$ cat src/design/gpio_port_defines.svh
// Register offsets, field positions, masks and reset values of the port
`ifndef GPIO_PORT_DEFINES_SVH
`define GPIO_PORT_DEFINES_SVH

// Byte addresses on the register bus
`define OFS_PIN_VALUE      8'h00
`define OFS_OUTPUT_LATCH   8'h04
`define OFS_DIRECTION      8'h08
`define OFS_ANALOG_SELECT  8'h0C
`define OFS_OPEN_DRAIN     8'h10
`define OFS_SLEW_LIMIT     8'h14
`define OFS_THRESHOLD      8'h18
`define OFS_WEAK_PULLUP    8'h1C
`define OFS_OPTION         8'h20

// Pin field: the four pins occupy bits 7 to 4
`define PIN_LSB            4
`define PIN_COUNT          4

// Implemented bits per register, others read zero
`define MASK_PORT          8'hF0
`define MASK_ANALOG        8'h30
`define MASK_THRESHOLD     8'h3F
`define MASK_OPTION        8'hFF

// Global pull-up disable in the option register
`define OPT_PULLUP_DIS_BIT 7

// Reset values
`define RST_LATCH          8'h00
`define RST_DIRECTION      8'hF0
`define RST_ANALOG         8'h30
`define RST_OPEN_DRAIN     8'h00
`define RST_SLEW_LIMIT     8'hF0
`define RST_THRESHOLD      8'h00
`define RST_WEAK_PULLUP    8'hF0
`define RST_OPTION         8'hFF

`endif

$ cat src/design/gpio_port_pkg.sv
// Types shared by the port control logic
package gpio_port_pkg;

	// One 8-bit port register
	typedef logic [7:0] reg8_t;

	// Bus response codes
	typedef enum logic [1:0] {
		RESP_OKAY   = 2'b00,
		RESP_SLVERR = 2'b10
	} resp_e;

endpackage

$ cat src/design/digital_io_port_control.sv
// Four-pin bidirectional port with AXI4-Lite register access
`timescale 1ns/100ps
`include "gpio_port_defines.svh"

// Overview of operation
// - Threshold bits choose Schmitt or TTL input
// - Direction one disables the pin driver
// - Direction zero drives latch value onto pin
// - Port reads give pins, writes go latch
// - Port writes sample pins, modify, store latch
// - Driver gating ignores analog selection
// - Analog pins read zero, analog path enabled
// - Open-drain bit makes pin sink only
// - Slew bit asserts slew-limited drive
// - Analog select never affects digital output
// - Analog select resets to analog mode
// - Pin output defaults to port latch
// - Analog inputs active only in analog mode
// - Pull-ups need global disable bit cleared
// - Pull-up off whenever pin is output
module digital_io_port_control (
	input  wire logic        sys_clk,          // Core clock, 125 MHz
	input  wire logic        reset,            // Synchronous reset, high
	input  wire logic [7:0]  s_axi_awaddr,     // Write address
	input  wire logic        s_axi_awvalid,    // Write address valid
	output logic             s_axi_awready,    // Write address ready
	input  wire logic [31:0] s_axi_wdata,      // Write data
	input  wire logic [3:0]  s_axi_wstrb,      // Write byte strobes
	input  wire logic        s_axi_wvalid,     // Write data valid
	output logic             s_axi_wready,     // Write data ready
	output logic [1:0]       s_axi_bresp,      // Write response
	output logic             s_axi_bvalid,     // Write response valid
	input  wire logic        s_axi_bready,     // Write response ready
	input  wire logic [7:0]  s_axi_araddr,     // Read address
	input  wire logic        s_axi_arvalid,    // Read address valid
	output logic             s_axi_arready,    // Read address ready
	output logic [31:0]      s_axi_rdata,      // Read data
	output logic [1:0]       s_axi_rresp,      // Read response
	output logic             s_axi_rvalid,     // Read data valid
	input  wire logic        s_axi_rready,     // Read data ready
	input  wire logic [3:0]  pinInSchmitt,     // Pin level, Schmitt buffer
	input  wire logic [3:0]  pinInTtl,         // Pin level, TTL buffer
	output logic [3:0]       pinOut,           // Pin output level
	output logic [3:0]       pinOutEnable_n,   // Driver enable, low drives
	output logic [3:0]       slewLimitControl, // High limits slew rate
	output logic [3:0]       schmittThreshold, // High selects Schmitt
	output logic [3:0]       weakPullupOn,     // Pull-up device on
	output logic [3:0]       analogPathEnable, // Analog input connected
	output logic [3:0]       digitalIn         // Masked input to peripherals
);

	// Software visible state
	gpio_port_pkg::reg8_t outputLatch;         // Port output latch
	gpio_port_pkg::reg8_t directionBits;       // One means input
	gpio_port_pkg::reg8_t analogSelect;        // One means analog mode
	gpio_port_pkg::reg8_t openDrainEnable;     // One means sink only
	gpio_port_pkg::reg8_t slewLimit;           // One means limited slew
	gpio_port_pkg::reg8_t thresholdSelect;     // One means Schmitt
	gpio_port_pkg::reg8_t weakPullupEnable;    // Per-pin pull-up request
	gpio_port_pkg::reg8_t optionControl;       // Global option bits
	gpio_port_pkg::reg8_t next_outputLatch;
	gpio_port_pkg::reg8_t next_directionBits;
	gpio_port_pkg::reg8_t next_analogSelect;
	gpio_port_pkg::reg8_t next_openDrainEnable;
	gpio_port_pkg::reg8_t next_slewLimit;
	gpio_port_pkg::reg8_t next_thresholdSelect;
	gpio_port_pkg::reg8_t next_weakPullupEnable;
	gpio_port_pkg::reg8_t next_optionControl;

	// Synchronisers and derived pin view
	logic [3:0]           schmittMeta;         // First stage, Schmitt
	logic [3:0]           schmittSync;         // Second stage, Schmitt
	logic [3:0]           ttlMeta;             // First stage, TTL
	logic [3:0]           ttlSync;             // Second stage, TTL
	gpio_port_pkg::reg8_t pinView;             // Pin levels as read

	// Write channel state
	logic                 awHeld;              // Address captured
	logic                 wHeld;               // Data captured
	logic [7:0]           awAddr;              // Captured address
	logic [7:0]           wData;               // Captured low byte
	logic                 wLane0;              // Captured lane 0 strobe
	logic                 bValid;              // Response pending
	logic [1:0]           bResp;               // Response code
	logic                 next_awHeld;
	logic                 next_wHeld;
	logic [7:0]           next_awAddr;
	logic [7:0]           next_wData;
	logic                 next_wLane0;
	logic                 next_bValid;
	logic [1:0]           next_bResp;
	logic                 doWrite;             // Both halves present

	// Read channel state
	logic                 rValid;              // Read data pending
	logic [7:0]           rData;               // Read data byte
	logic [1:0]           rResp;               // Read response code
	logic                 next_rValid;
	logic [7:0]           next_rData;
	logic [1:0]           next_rResp;

	// Two-stage synchronisers; the first stage feeds nothing else
	always_ff @(posedge sys_clk) begin
		if (reset) begin
			schmittMeta <= 4'h0;
			schmittSync <= 4'h0;
			ttlMeta     <= 4'h0;
			ttlSync     <= 4'h0;
		end else begin
			schmittMeta <= pinInSchmitt;
			schmittSync <= schmittMeta;
			ttlMeta     <= pinInTtl;
			ttlSync     <= ttlMeta;
		end
	end

	// Per-pin input selection, masking and driver control
	generate
		for (genvar i = 0; i < `PIN_COUNT; i++) begin : g_pin
			localparam int B = i + `PIN_LSB;
			logic level;                                         // Chosen buffer
			assign level = thresholdSelect[B] ? schmittSync[i]
			                                  : ttlSync[i];
			// Analog pins read zero everywhere digital
			assign pinView[B]   = level & ~analogSelect[B];
			assign digitalIn[i] = pinView[B];
			assign pinView[B-`PIN_LSB] = 1'b0;
			// Open drain only ever pulls low
			assign pinOut[i] = outputLatch[B] & ~openDrainEnable[B];
			// Driver gated by direction and by open drain with latch high, never by analog select
			assign pinOutEnable_n[i] = directionBits[B]
				| (openDrainEnable[B] & outputLatch[B]);
			assign slewLimitControl[i] = slewLimit[B];
			assign schmittThreshold[i] = thresholdSelect[B];
			// Pull-up only for inputs with the global disable clear
			assign weakPullupOn[i] = weakPullupEnable[B]
				& ~optionControl[`OPT_PULLUP_DIS_BIT]
				& directionBits[B];
			assign analogPathEnable[i] = analogSelect[B];
		end
	endgenerate

	// Handshake outputs
	assign s_axi_awready = ~awHeld & ~bValid;
	assign s_axi_wready  = ~wHeld & ~bValid;
	assign s_axi_bvalid  = bValid;
	assign s_axi_bresp   = bResp;
	assign s_axi_arready = ~rValid;
	assign s_axi_rvalid  = rValid;
	assign s_axi_rresp   = rResp;
	assign s_axi_rdata   = {24'h000000, rData};
	assign doWrite       = awHeld & wHeld & ~bValid;

	// Write channel: capture halves in either order, then commit
	always_comb begin
		next_awHeld = awHeld;
		next_wHeld  = wHeld;
		next_awAddr = awAddr;
		next_wData  = wData;
		next_wLane0 = wLane0;
		next_bValid = bValid;
		next_bResp  = bResp;
		if (s_axi_awvalid && s_axi_awready) begin
			next_awHeld = 1'b1;
			next_awAddr = s_axi_awaddr;
		end
		if (s_axi_wvalid && s_axi_wready) begin
			next_wHeld  = 1'b1;
			next_wData  = s_axi_wdata[7:0];
			next_wLane0 = s_axi_wstrb[0];
		end
		if (doWrite) begin
			next_awHeld = 1'b0;
			next_wHeld  = 1'b0;
			next_bValid = 1'b1;
			case (awAddr)
				`OFS_PIN_VALUE, `OFS_OUTPUT_LATCH, `OFS_DIRECTION,
				`OFS_ANALOG_SELECT, `OFS_OPEN_DRAIN, `OFS_SLEW_LIMIT,
				`OFS_THRESHOLD, `OFS_WEAK_PULLUP, `OFS_OPTION: begin
					next_bResp = gpio_port_pkg::RESP_OKAY;
				end
				default: begin
					next_bResp = gpio_port_pkg::RESP_SLVERR; // Unmapped
				end
			endcase
		end else if (bValid && s_axi_bready) begin
			next_bValid = 1'b0;
		end
	end

	// Register file updates on a committed write
	always_comb begin
		next_outputLatch      = outputLatch;
		next_directionBits    = directionBits;
		next_analogSelect     = analogSelect;
		next_openDrainEnable  = openDrainEnable;
		next_slewLimit        = slewLimit;
		next_thresholdSelect  = thresholdSelect;
		next_weakPullupEnable = weakPullupEnable;
		next_optionControl    = optionControl;
		if (doWrite) begin
			case (awAddr)
				// Port write: sampled pins, modified by the written lane
				`OFS_PIN_VALUE: begin
					next_outputLatch = (wLane0 ? wData : pinView)
						& `MASK_PORT;
				end
				`OFS_OUTPUT_LATCH: begin
					if (wLane0) next_outputLatch = wData & `MASK_PORT;
				end
				`OFS_DIRECTION: begin
					if (wLane0) next_directionBits = wData & `MASK_PORT;
				end
				`OFS_ANALOG_SELECT: begin
					if (wLane0) next_analogSelect = wData & `MASK_ANALOG;
				end
				`OFS_OPEN_DRAIN: begin
					if (wLane0) next_openDrainEnable = wData & `MASK_PORT;
				end
				`OFS_SLEW_LIMIT: begin
					if (wLane0) next_slewLimit = wData & `MASK_PORT;
				end
				`OFS_THRESHOLD: begin
					if (wLane0) next_thresholdSelect = wData
						& `MASK_THRESHOLD;
				end
				`OFS_WEAK_PULLUP: begin
					if (wLane0) next_weakPullupEnable = wData & `MASK_PORT;
				end
				`OFS_OPTION: begin
					if (wLane0) next_optionControl = wData & `MASK_OPTION;
				end
				default: begin
					next_optionControl = optionControl;      // No effect
				end
			endcase
		end
	end

	// Read channel: one cycle from address to data
	always_comb begin
		next_rValid = rValid;
		next_rData  = rData;
		next_rResp  = rResp;
		if (s_axi_arvalid && s_axi_arready) begin
			next_rValid = 1'b1;
			next_rResp  = gpio_port_pkg::RESP_OKAY;
			case (s_axi_araddr)
				`OFS_PIN_VALUE:     next_rData = pinView;
				`OFS_OUTPUT_LATCH:  next_rData = outputLatch;
				`OFS_DIRECTION:     next_rData = directionBits;
				`OFS_ANALOG_SELECT: next_rData = analogSelect;
				`OFS_OPEN_DRAIN:    next_rData = openDrainEnable;
				`OFS_SLEW_LIMIT:    next_rData = slewLimit;
				`OFS_THRESHOLD:     next_rData = thresholdSelect;
				`OFS_WEAK_PULLUP:   next_rData = weakPullupEnable;
				`OFS_OPTION:        next_rData = optionControl;
				default: begin
					next_rData = 8'h00;                          // Unmapped
					next_rResp = gpio_port_pkg::RESP_SLVERR;
				end
			endcase
		end else if (rValid && s_axi_rready) begin
			next_rValid = 1'b0;
		end
	end

	// State registers; analog select comes up in analog mode
	always_ff @(posedge sys_clk) begin
		if (reset) begin
			outputLatch      <= `RST_LATCH;
			directionBits    <= `RST_DIRECTION;
			analogSelect     <= `RST_ANALOG;
			openDrainEnable  <= `RST_OPEN_DRAIN;
			slewLimit        <= `RST_SLEW_LIMIT;
			thresholdSelect  <= `RST_THRESHOLD;
			weakPullupEnable <= `RST_WEAK_PULLUP;
			optionControl    <= `RST_OPTION;
			awHeld           <= 1'b0;
			wHeld            <= 1'b0;
			awAddr           <= 8'h00;
			wData            <= 8'h00;
			wLane0           <= 1'b0;
			bValid           <= 1'b0;
			bResp            <= 2'b00;
			rValid           <= 1'b0;
			rData            <= 8'h00;
			rResp            <= 2'b00;
		end else begin
			outputLatch      <= next_outputLatch;
			directionBits    <= next_directionBits;
			analogSelect     <= next_analogSelect;
			openDrainEnable  <= next_openDrainEnable;
			slewLimit        <= next_slewLimit;
			thresholdSelect  <= next_thresholdSelect;
			weakPullupEnable <= next_weakPullupEnable;
			optionControl    <= next_optionControl;
			awHeld           <= next_awHeld;
			wHeld            <= next_wHeld;
			awAddr           <= next_awAddr;
			wData            <= next_wData;
			wLane0           <= next_wLane0;
			bValid           <= next_bValid;
			bResp            <= next_bResp;
			rValid           <= next_rValid;
			rData            <= next_rData;
			rResp            <= next_rResp;
		end
	end

endmodule // digital_io_port_control

$ cat config.mk
export PLATFORM = sky130hd
export DESIGN_NAME = digital_io_port_control
export DESIGN_NICKNAME = d
export VERILOG_FILES = /design/src/design/gpio_port_pkg.sv /design/src/design/digital_io_port_control.sv
export VERILOG_INCLUDE_DIRS = /design/src /design/src/design
export SDC_FILE = /design/constraint.sdc
export NUM_CORES = 1
export LEC_CHECK = 0
export ABC_AREA = 0
export BUFFER_PORTS_ARGS = -buffer_cell sky130_fd_sc_hd__clkbuf_2
export CAP_MARGIN = 10
export CORE_MARGIN = 2
export CORE_UTILIZATION = 30
export DETAILED_ROUTE_END_ITERATION = 7
export MAX_ROUTING_LAYER = met4
export PLACE_DENSITY = 0.59
export SETUP_SLACK_MARGIN = 0.15
export SLEW_MARGIN = 10
export SYNTH_ARGS = -nofsm -noshare
export SYNTH_HDL_FRONTEND = slang
export SYNTH_SLANG_ARGS = --single-unit
export TNS_END_PERCENT = 1
$ cat constraint.sdc
create_clock -name sys_clk -period 1.45 [get_ports sys_clk]
set_clock_uncertainty 0.05 [all_clocks]
set_input_delay 0.29 -clock sys_clk [delete_from_list [all_inputs] [get_ports sys_clk]]
set_output_delay 0.29 -clock sys_clk [all_outputs]
set_load 0.02 [all_outputs]
==> results of run 1 <==
-- kinds of logic after synthesis --
family,after synthesis
flip-flops,79
buffers and inverters,66
AND/OR/NAND/NOR,182
other,1
multiplexers,25
AO/OA/AOI/OAI,99
-- stage by stage --
stage,power [uW],setup WS (ns)
after CTS,5580,-0.215
final,5590,-0.171
after global routing,5810,-0.235
after detailed placement,3030,-0.429
after global placement,3020,-0.415
after floorplan,2790,-0.118
-- worst reg2reg max path: stages (launching register included) --
cell,delay [ns]
dfxtp_2,0.33
or3_4,0.40
nor3_2,0.10
buf_4,0.15
and3_4,0.18
buf_6,0.12
mux2i_1,0.19
-- final timing paths --
kind,end,slack (ns),cells after the start
worst max-delay path,digitalIn[1],-0.17,4
worst min-delay path,ttlMeta[2],0.11,2
worst max register to register,weakPullupEnable[4],-0.15,6
worst min register to register,schmittSync[1],0.38,1
-- layer usage --
layer | up-vias | part of all wire [%]
li1 | 1799 | -
met1 | 1711 | 46
met2 | 120 | 47
met3 | 12 | 5.3
met4 | 0 | 1.3
met5 | - | 0
-- sequential cells by signal, summed over array words and instances (netlist names), 2 cells and up --
register          flops
analogSelect          2
rData                 8
optionControl         8
weakPullupEnable      4
outputLatch           4
schmittSync           2
awAddr                8
thresholdSelect       6
ttlMeta               4
slewLimit             4
ttlSync               4
schmittMeta           2
wData                 8
directionBits         4
openDrainEnable       4
-- repair_timing --
| item | CTS | global route |
|---|---|---|
| resized for setup | 74 | 71 |
| hold buffers | 0 | 0 |
| pin swaps | 19 | 14 |
| buffers inserted | 5 | 0 |
| endpoints found under the setup margin | 78 | 77 |
-- layout by cell type, fill, tap and decap left out, drive strengths merged, types with 5 or more instances in the layout --
cell type	Yosys	layout
buf	41	91
dfxtp	79	79
clkbuf	19	73
nand2	59	59
nor2	34	34
a21oi	31	31
conb	1	30
mux2i	23	23
o21ai	23	23
nor2b	20	20
nand3	20	20
a22oi	8	8
a211oi	8	8
inv	6	7
nand2b	7	7
nor4	6	6
o22ai	5	5
nand3b	5	5
nand4	5	5
nor3	5	5
-- power breakdown --
| part | switching, uW | internal, uW |
|---|---|---|
| clock network | 893 | 1600 |
| logic | 451 | 341 |
| registers | 63.1 | 2240 |
| total | 1410 | 4180 |
-- layout make-up --
| type | instances | area [um^2] | area share, % |
|---|---|---|---|
| repair buffers | 153 | 1160 | 21.1 |
| well taps | 172 | 215 | 3.90 |
| multi-input cells | 336 | 2170 | 39.3 |
| inverters | 6 | 22.5 | 0.408 |
| clock inverters | 5 | 78.8 | 1.43 |
| flip-flops and latches | 79 | 1610 | 29.2 |
| clock buffers | 11 | 253 | 4.58 |
==> run summary, run 1 <==
The run finished, with violations left. The final reports fail on negative setup slack. The count of final hold-check violations is 0, and the final setup slack of the worst path is -0.171 ns.

Yosys instantiated no cell more often than dfxtp_1. For the total wire length, the log shows 11.2 mm. The synthesized netlist occupies a cell area of 0.00382 mm^2. The overall overflow remaining after global route is 0.

After routing, the total negative slack on setup checks comes to -2.37 ns. The tools report the total placed instance area as 0.00472 mm^2. Port buffering added 76 buffers. Number of maximum-capacitance constraint violations: 0. Worst setup path startpoint: thresholdSelect[5]. The startpoint identified for the worst hold timing path is pinInTtl[2]. Number of global-route vias before repair: 3499. The tightest min-delay check is of the in2reg type.

The synthesized netlist devotes 16.8% of its cell area to compound gates. At the end of routability-driven placement, the weighted congestion stood at 0.895. The largest stage delay on the critical path is 0.35 ns, and the fraction of synthesized area in multiplexers is 6.91%. The share of the clock period used by the worst path came out at 112%.

Summed over all cells, the static leakage comes to 0.00229 uW. For the number of slew-limit violations in the final report, the log shows 0. The share of synthesized cell area in and, or, nand and nor gates is 24.6%.

The launching point of the worst reg2reg path was awAddr[7]. For the worst setup path, the data arrival time is 1.28 ns. The register clock-pin slew on the reported worst setup and hold paths is 0.06 ns, and the number of clock sinks is 79. TritonCTS built the clock tree.

The run gives 1258 as the number of fill cells in the layout. The peak ir drop on the vdd network came out at 0.711 mV. The run gives 652 as the final layout net count.

In this run, the number of DRC markers left after iteration 0 of detailed routing was 236. In this run the biggest area consumer among cell types represents 41.4% of the synthesized area. The floorplan step defined a core boundary enclosing 0.0125 mm^2. Areal power density over the cells: 1010 mW/mm^2. In the synthesized netlist the async set-or-reset flop fraction comes to 0%. The run gives 3642 as the overall via count from detail_route. At the later pin of the worst-skew pair, clock insertion delay measures 0.33 ns. The cell count after placement was 741; the die extent in y was 117 um. The synthesis-to-finish area growth came out at 44.3%. Setup repair after global routing could not meet its margin everywhere.

The warning count from the yosys run is 0. Dividing the detail-routed wire length by the instance count gives 14.7 um. The library cell with the largest summed area after synthesis was dfxtp_1.

The tools report the number of nets with antenna violations after detailed routing as 0. The initial cell density of the core was 30.5%. The layer carrying the most global-route usage is met2.

The global routing usage summed across all routing layers came out at 17.4%. Setup violations remaining at the end of the flow were counted as 28. Main combinational cell family by area after synthesis: simple AND/OR/NAND/NOR gates. The category of the critical setup timing path is reg2out.

The H-tree generated during clock tree synthesis spans 3 levels. The run gives 0 as the total inserted antenna cells. The cell count after synthesis came out at 452. The die boundary width was 117 um.

Cell family with the largest share of critical-path delay: flip-flops. The met2 track demand over resource is 27.1%, and the share of layout cells above drive strength 1 is 40.7%. For the data required time of the worst path, the log shows 1.11 ns.

The met1 usage is 22.6%. For the utilization after layout, the log shows 44.1%. The clock root buffer was clkbuf_16.

The signal on the critical path passes through buf_6 -> mux2i_4 -> nor2_4 -> buf_8. The critical path contains buffers and inverters numbering 2 combined. After detailed routing, the number of vias per cell comes to 4.78. During I/O placement, the number of pins put on the boundary was 136.

STA classifies the critical path startpoint as a flop. The number of enable-type register cells in the synthesized netlist was 0; the final critical path time including I/O delays and setup was 1.62 ns. In the routed design, unresolved DRC markers number 0. Counting along the longest clock path gives a buffer depth of 2.

For the area of all placed cells without fillers, the log shows 0.00552 mm^2. By area the synthesized netlist is led by dfxtp_1 41%, buf_4 6.7%, mux2i_1 6.0%. After synthesis, the most frequently instantiated cells are 79 x dfxtp_1, 59 x nand2_1, 34 x buf_4, 33 x nor2_1, 31 x a21oi_1. The logs give 17.8 mm for the wire length of the first global-routing pass and 762 for the final cell count without fillers. The number of clock buffers inserted by TritonCTS is 9. The slowest stage of the critical path is the dfxtp_4 cell.

The tools report the number of standard-cell rows in the floorplan as 41. Dividing the synthesized area by the synthesized cell count gives 8.46 um^2. In this run the worst path has a maximum fanout of 2.

The tools report the element type at the critical path end as an output port. The tools report the number of antenna violations at the first check in global routing as 0. The most frequently used flop master after synthesis was dfxtp_1. The adder-cell area share of the yosys netlist came out at 0%. The logs give 617 MHz for the maximum frequency from static timing analysis and 4 for the first-pass iteration count of the detailed router. Of the total synthesized cell area, the portion taken by XOR and XNOR cells is 0%. Global routing used 3.76% of the available met3 tracks. Synthesis inferred 79 register bits.

The largest net degree at the start of global routing is 42, and the hold slack is 0.113 ns. The logs give 41.4% for the sequential element share of the synthesized area and 54 for the count of distinct cell types in the synthesized netlist. The floorplan step defined a die boundary enclosing 0.0137 mm^2. For the HPWL reported at the end of detailed placement, the log shows 8.48 mm.
(Power assumes the default switching activity.)
==> inputs of run 2 (changes only) <==
- CTS_BUF_LIST: not set -> sky130_fd_sc_hd__clkbuf_16
==> run 2 against run 1 <==
The flow still finishes with violations (negative setup slack). Flip-flop and latch count unchanged. Non-clock buffer count unchanged. Worst hold slack improved by 0.00074 ns. Setup slack improved by 0.0077 ns. Total power decreased by 2.1%. Routed wire length decreased by 0.37%. Combinational power about the same. Largest cell class unchanged.
==> run summary, run 2 (same netlist as run 1, synthesis figures left out) <==
The run finished, with violations left. Violated checks: negative setup slack (unchanged). For the wire length of the first global-routing pass, the log shows 17.7 mm (was 17.8 mm). The logs give -0.163 ns (was -0.171 ns) for the final setup slack of the worst path and 0.33 ns (about the same) for the clock latency of the later-clocked register in the worst-skew pair. The first-pass iteration count of the detailed router was 4 (unchanged). The clock root buffer is clkbuf_16 (unchanged).

The tools report the number of antenna violations at the first check in global routing as 0 (unchanged). The total wire length was 11.2 mm (about the same); the number of levels the H-tree was split into was 3 (unchanged). The classification of the worst-slack hold path was in2reg (unchanged). The sequential cell area was 0.00161 mm^2 (unchanged). Crit path cell chain: buf_6 -> mux2i_4 -> nor2_4 -> buf_8 (unchanged).

The register clock-pin slew on the reported worst setup and hold paths was 0.06 ns (about the same); the pre-CTS setup slack was -0.429 ns (unchanged). The logs give 0 (unchanged) for the number of slew-limit violations in the final report and 620 MHz (was 617 MHz) for the maximum frequency from static timing analysis. The tools report the element type at the critical path end as an output port (unchanged). For the final layout net count, the log shows 652 (unchanged). Number of fill cells in the layout: 1260 (was 1258).

The most common cell after layout, fill and taps aside was buf_4 (unchanged). The switching power as a share of total power is 25.5% (was 25.2%). Total inserted antenna cells: 0 (unchanged).

The global routing usage summed across all routing layers is 17.4% (about the same), and the area of all placed cells without fillers is 0.00551 mm^2 (was 0.00552 mm^2). The run gives 0 (unchanged) as the overall overflow remaining after global route. The category of the critical setup timing path is reg2out (unchanged).

The maximum fanout encountered on the critical timing path came out at 2 (unchanged). Slowest cell on the critical path: dfxtp_4 (unchanged). For the multi-input combinational cell area, the log shows 0.00218 mm^2 (was 0.00217 mm^2). For the number of standard-cell rows in the floorplan, the log shows 41 (unchanged).

The total die area came out at 0.0137 mm^2 (unchanged). The areal power density over the cells is 993 mW/mm^2 (was 1010 mW/mm^2). Number of buffer and inverter instances along the worst setup path: 2 (unchanged). The HPWL reported at the end of detailed placement is 8.48 mm (unchanged), and the final critical path time including I/O delays and setup is 1.61 ns (was 1.62 ns). The number of nets with antenna violations after detailed routing was 0 (unchanged); the utilization after layout was 44.0% (was 44.1%). The number of clock buffers inserted by TritonCTS is 9 (unchanged), and the final cell count without fillers is 762 (unchanged). The data required time of the worst path was 1.11 ns (about the same). The floorplan core area was 0.0125 mm^2 (unchanged). The average routed wire per standard cell was 14.7 um (about the same). The peak ir drop on the vdd network is 0.684 mV (was 0.711 mV), and the number of clock sinks is 79 (unchanged). Most frequent cells in the layout: 65 x buf_4, 61 x dfxtp_1, 57 x nand2_1 (unchanged).

The logs give 14.5% (was 14.2%) for the relative contribution of combinational cells to total power and 136 (unchanged) for the number of placed I/O pins. The maximum number of buffers from clock root to sink is 2 (unchanged), and the number of maximum-capacitance constraint violations is 0 (unchanged). The DRC violation total after the first TritonRoute iteration is 217 (was 236). The number of port buffers is 76 (unchanged), and the die extent in y is 117 um (unchanged).

For the net switching component of the power, the log shows 1400 uW (was 1410 uW). The largest net degree at the start of global routing is 42 (unchanged), and the final RePlAce weighted congestion is 0.895 (unchanged). TritonCTS built the clock tree.

The overall via count from detail_route is 3615 (was 3642), and the largest stage delay on the critical path is 0.35 ns (about the same). The share of layout cells above drive strength 1 came out at 40.8% (was 40.7%). The share of the clock period used by the worst path came out at 111% (was 112%). The tools report the post-route DRC violation count as 0 (unchanged). The logs give 1.27 ns (was 1.28 ns) for the arrival time at the worst endpoint and 27 (was 28) for the final number of setup-violating endpoints. Count of final hold-check violations: 0 (unchanged).

The run gives 4070 uW (was 4180 uW) as the internal portion of total power. The total placed instance area was 0.00472 mm^2 (unchanged). The count of hold buffers inserted by post-cts repair came out at 0 (unchanged).

The cell count after placement was 741 (unchanged); the number of global-route vias before repair was 3495 (was 3499). The cell family with the largest share of critical-path delay was flip-flops (unchanged). The total leakage power is 0.00228 uW (was 0.00229 uW), and the relative contribution of the clock network to total power is 43.5% (was 44.7%). Type of element launching the critical path: a flop (unchanged). Synthesis-to-finish area growth: 44.2% (was 44.3%). The die boundary width was 117 um (unchanged); the initial cell density of the core was 30.5% (unchanged). Setup repair after global routing could not meet its margin everywhere.

The share of power burned in registers came out at 42.0% (was 41.2%). The average vias per placed instance came out at 4.74 (was 4.78). The hold slack is 0.114 ns (was 0.113 ns).
==> run 2: per-layer routing <==
layer,vias up,share of wire (%),track usage [%]
met2,116,47,27.1
met1,1688,46,22.6
li1,1795,-,-
met4,0,1.5,5.49
met3,16,5.8,3.76
met5,-,0,-
==> run 2: repair_timing <==
item | in CTS | in global routing
cloned | 0 | 0
buffers inserted | 5 | 0
endpoints found under the setup margin | 79 | 76
resized for setup | 75 | 73
hold endpoints to repair | 0 | 0
pin swaps | 19 | 15
==> run 2: final timing paths <==
check / startpoint / end / slack, ns / depth (start not counted)
min reg2reg: schmittMeta[1] / schmittSync[1] / 0.38 / 1
max reg2reg: awAddr[7] / weakPullupEnable[4] / -0.15 / 6
min: pinInTtl[2] / ttlMeta[2] / 0.11 / 2
max: thresholdSelect[5] / digitalIn[1] / -0.16 / 4
==> run 2: cell type report <==
type	instances	area share [%]
Clock buffer	9	4.09
Clock inverter	7	1.57
Inverter	6	0.409
Multi-Input combinational cell	336	39.6
Sequential cell	79	29.2
Tap cell	172	3.91
Timing Repair Buffer	153	21.1
==> run 2: through the flow <==
step                      total power [uW]  setup TNS (ns)
after floorplan                       2790           -3.22
after global placement                3020           -6.87
after detailed placement              3030           -7.67
after CTS                             5460           -3.43
after global routing                  5700           -4.97
final                                 5470           -2.37
==> run 2: worst register-to-register path, cell delays in order, from the launching register on <==
cell,delay (ns)
dfxtp_2,0.33
or3_4,0.40
nor3_2,0.10
buf_4,0.15
and3_4,0.18
buf_6,0.12
mux2i_1,0.19
==> run 2: power groups by stage <==
stage               combinational (uW)  sequential, uW  clock (uW)
floorplan                          456            2330           0
global placement                   683            2340           0
detailed placement                 687            2340           0
CTS                                743            2290        2420
global route                       866            2300        2520
finish                             793            2300        2380
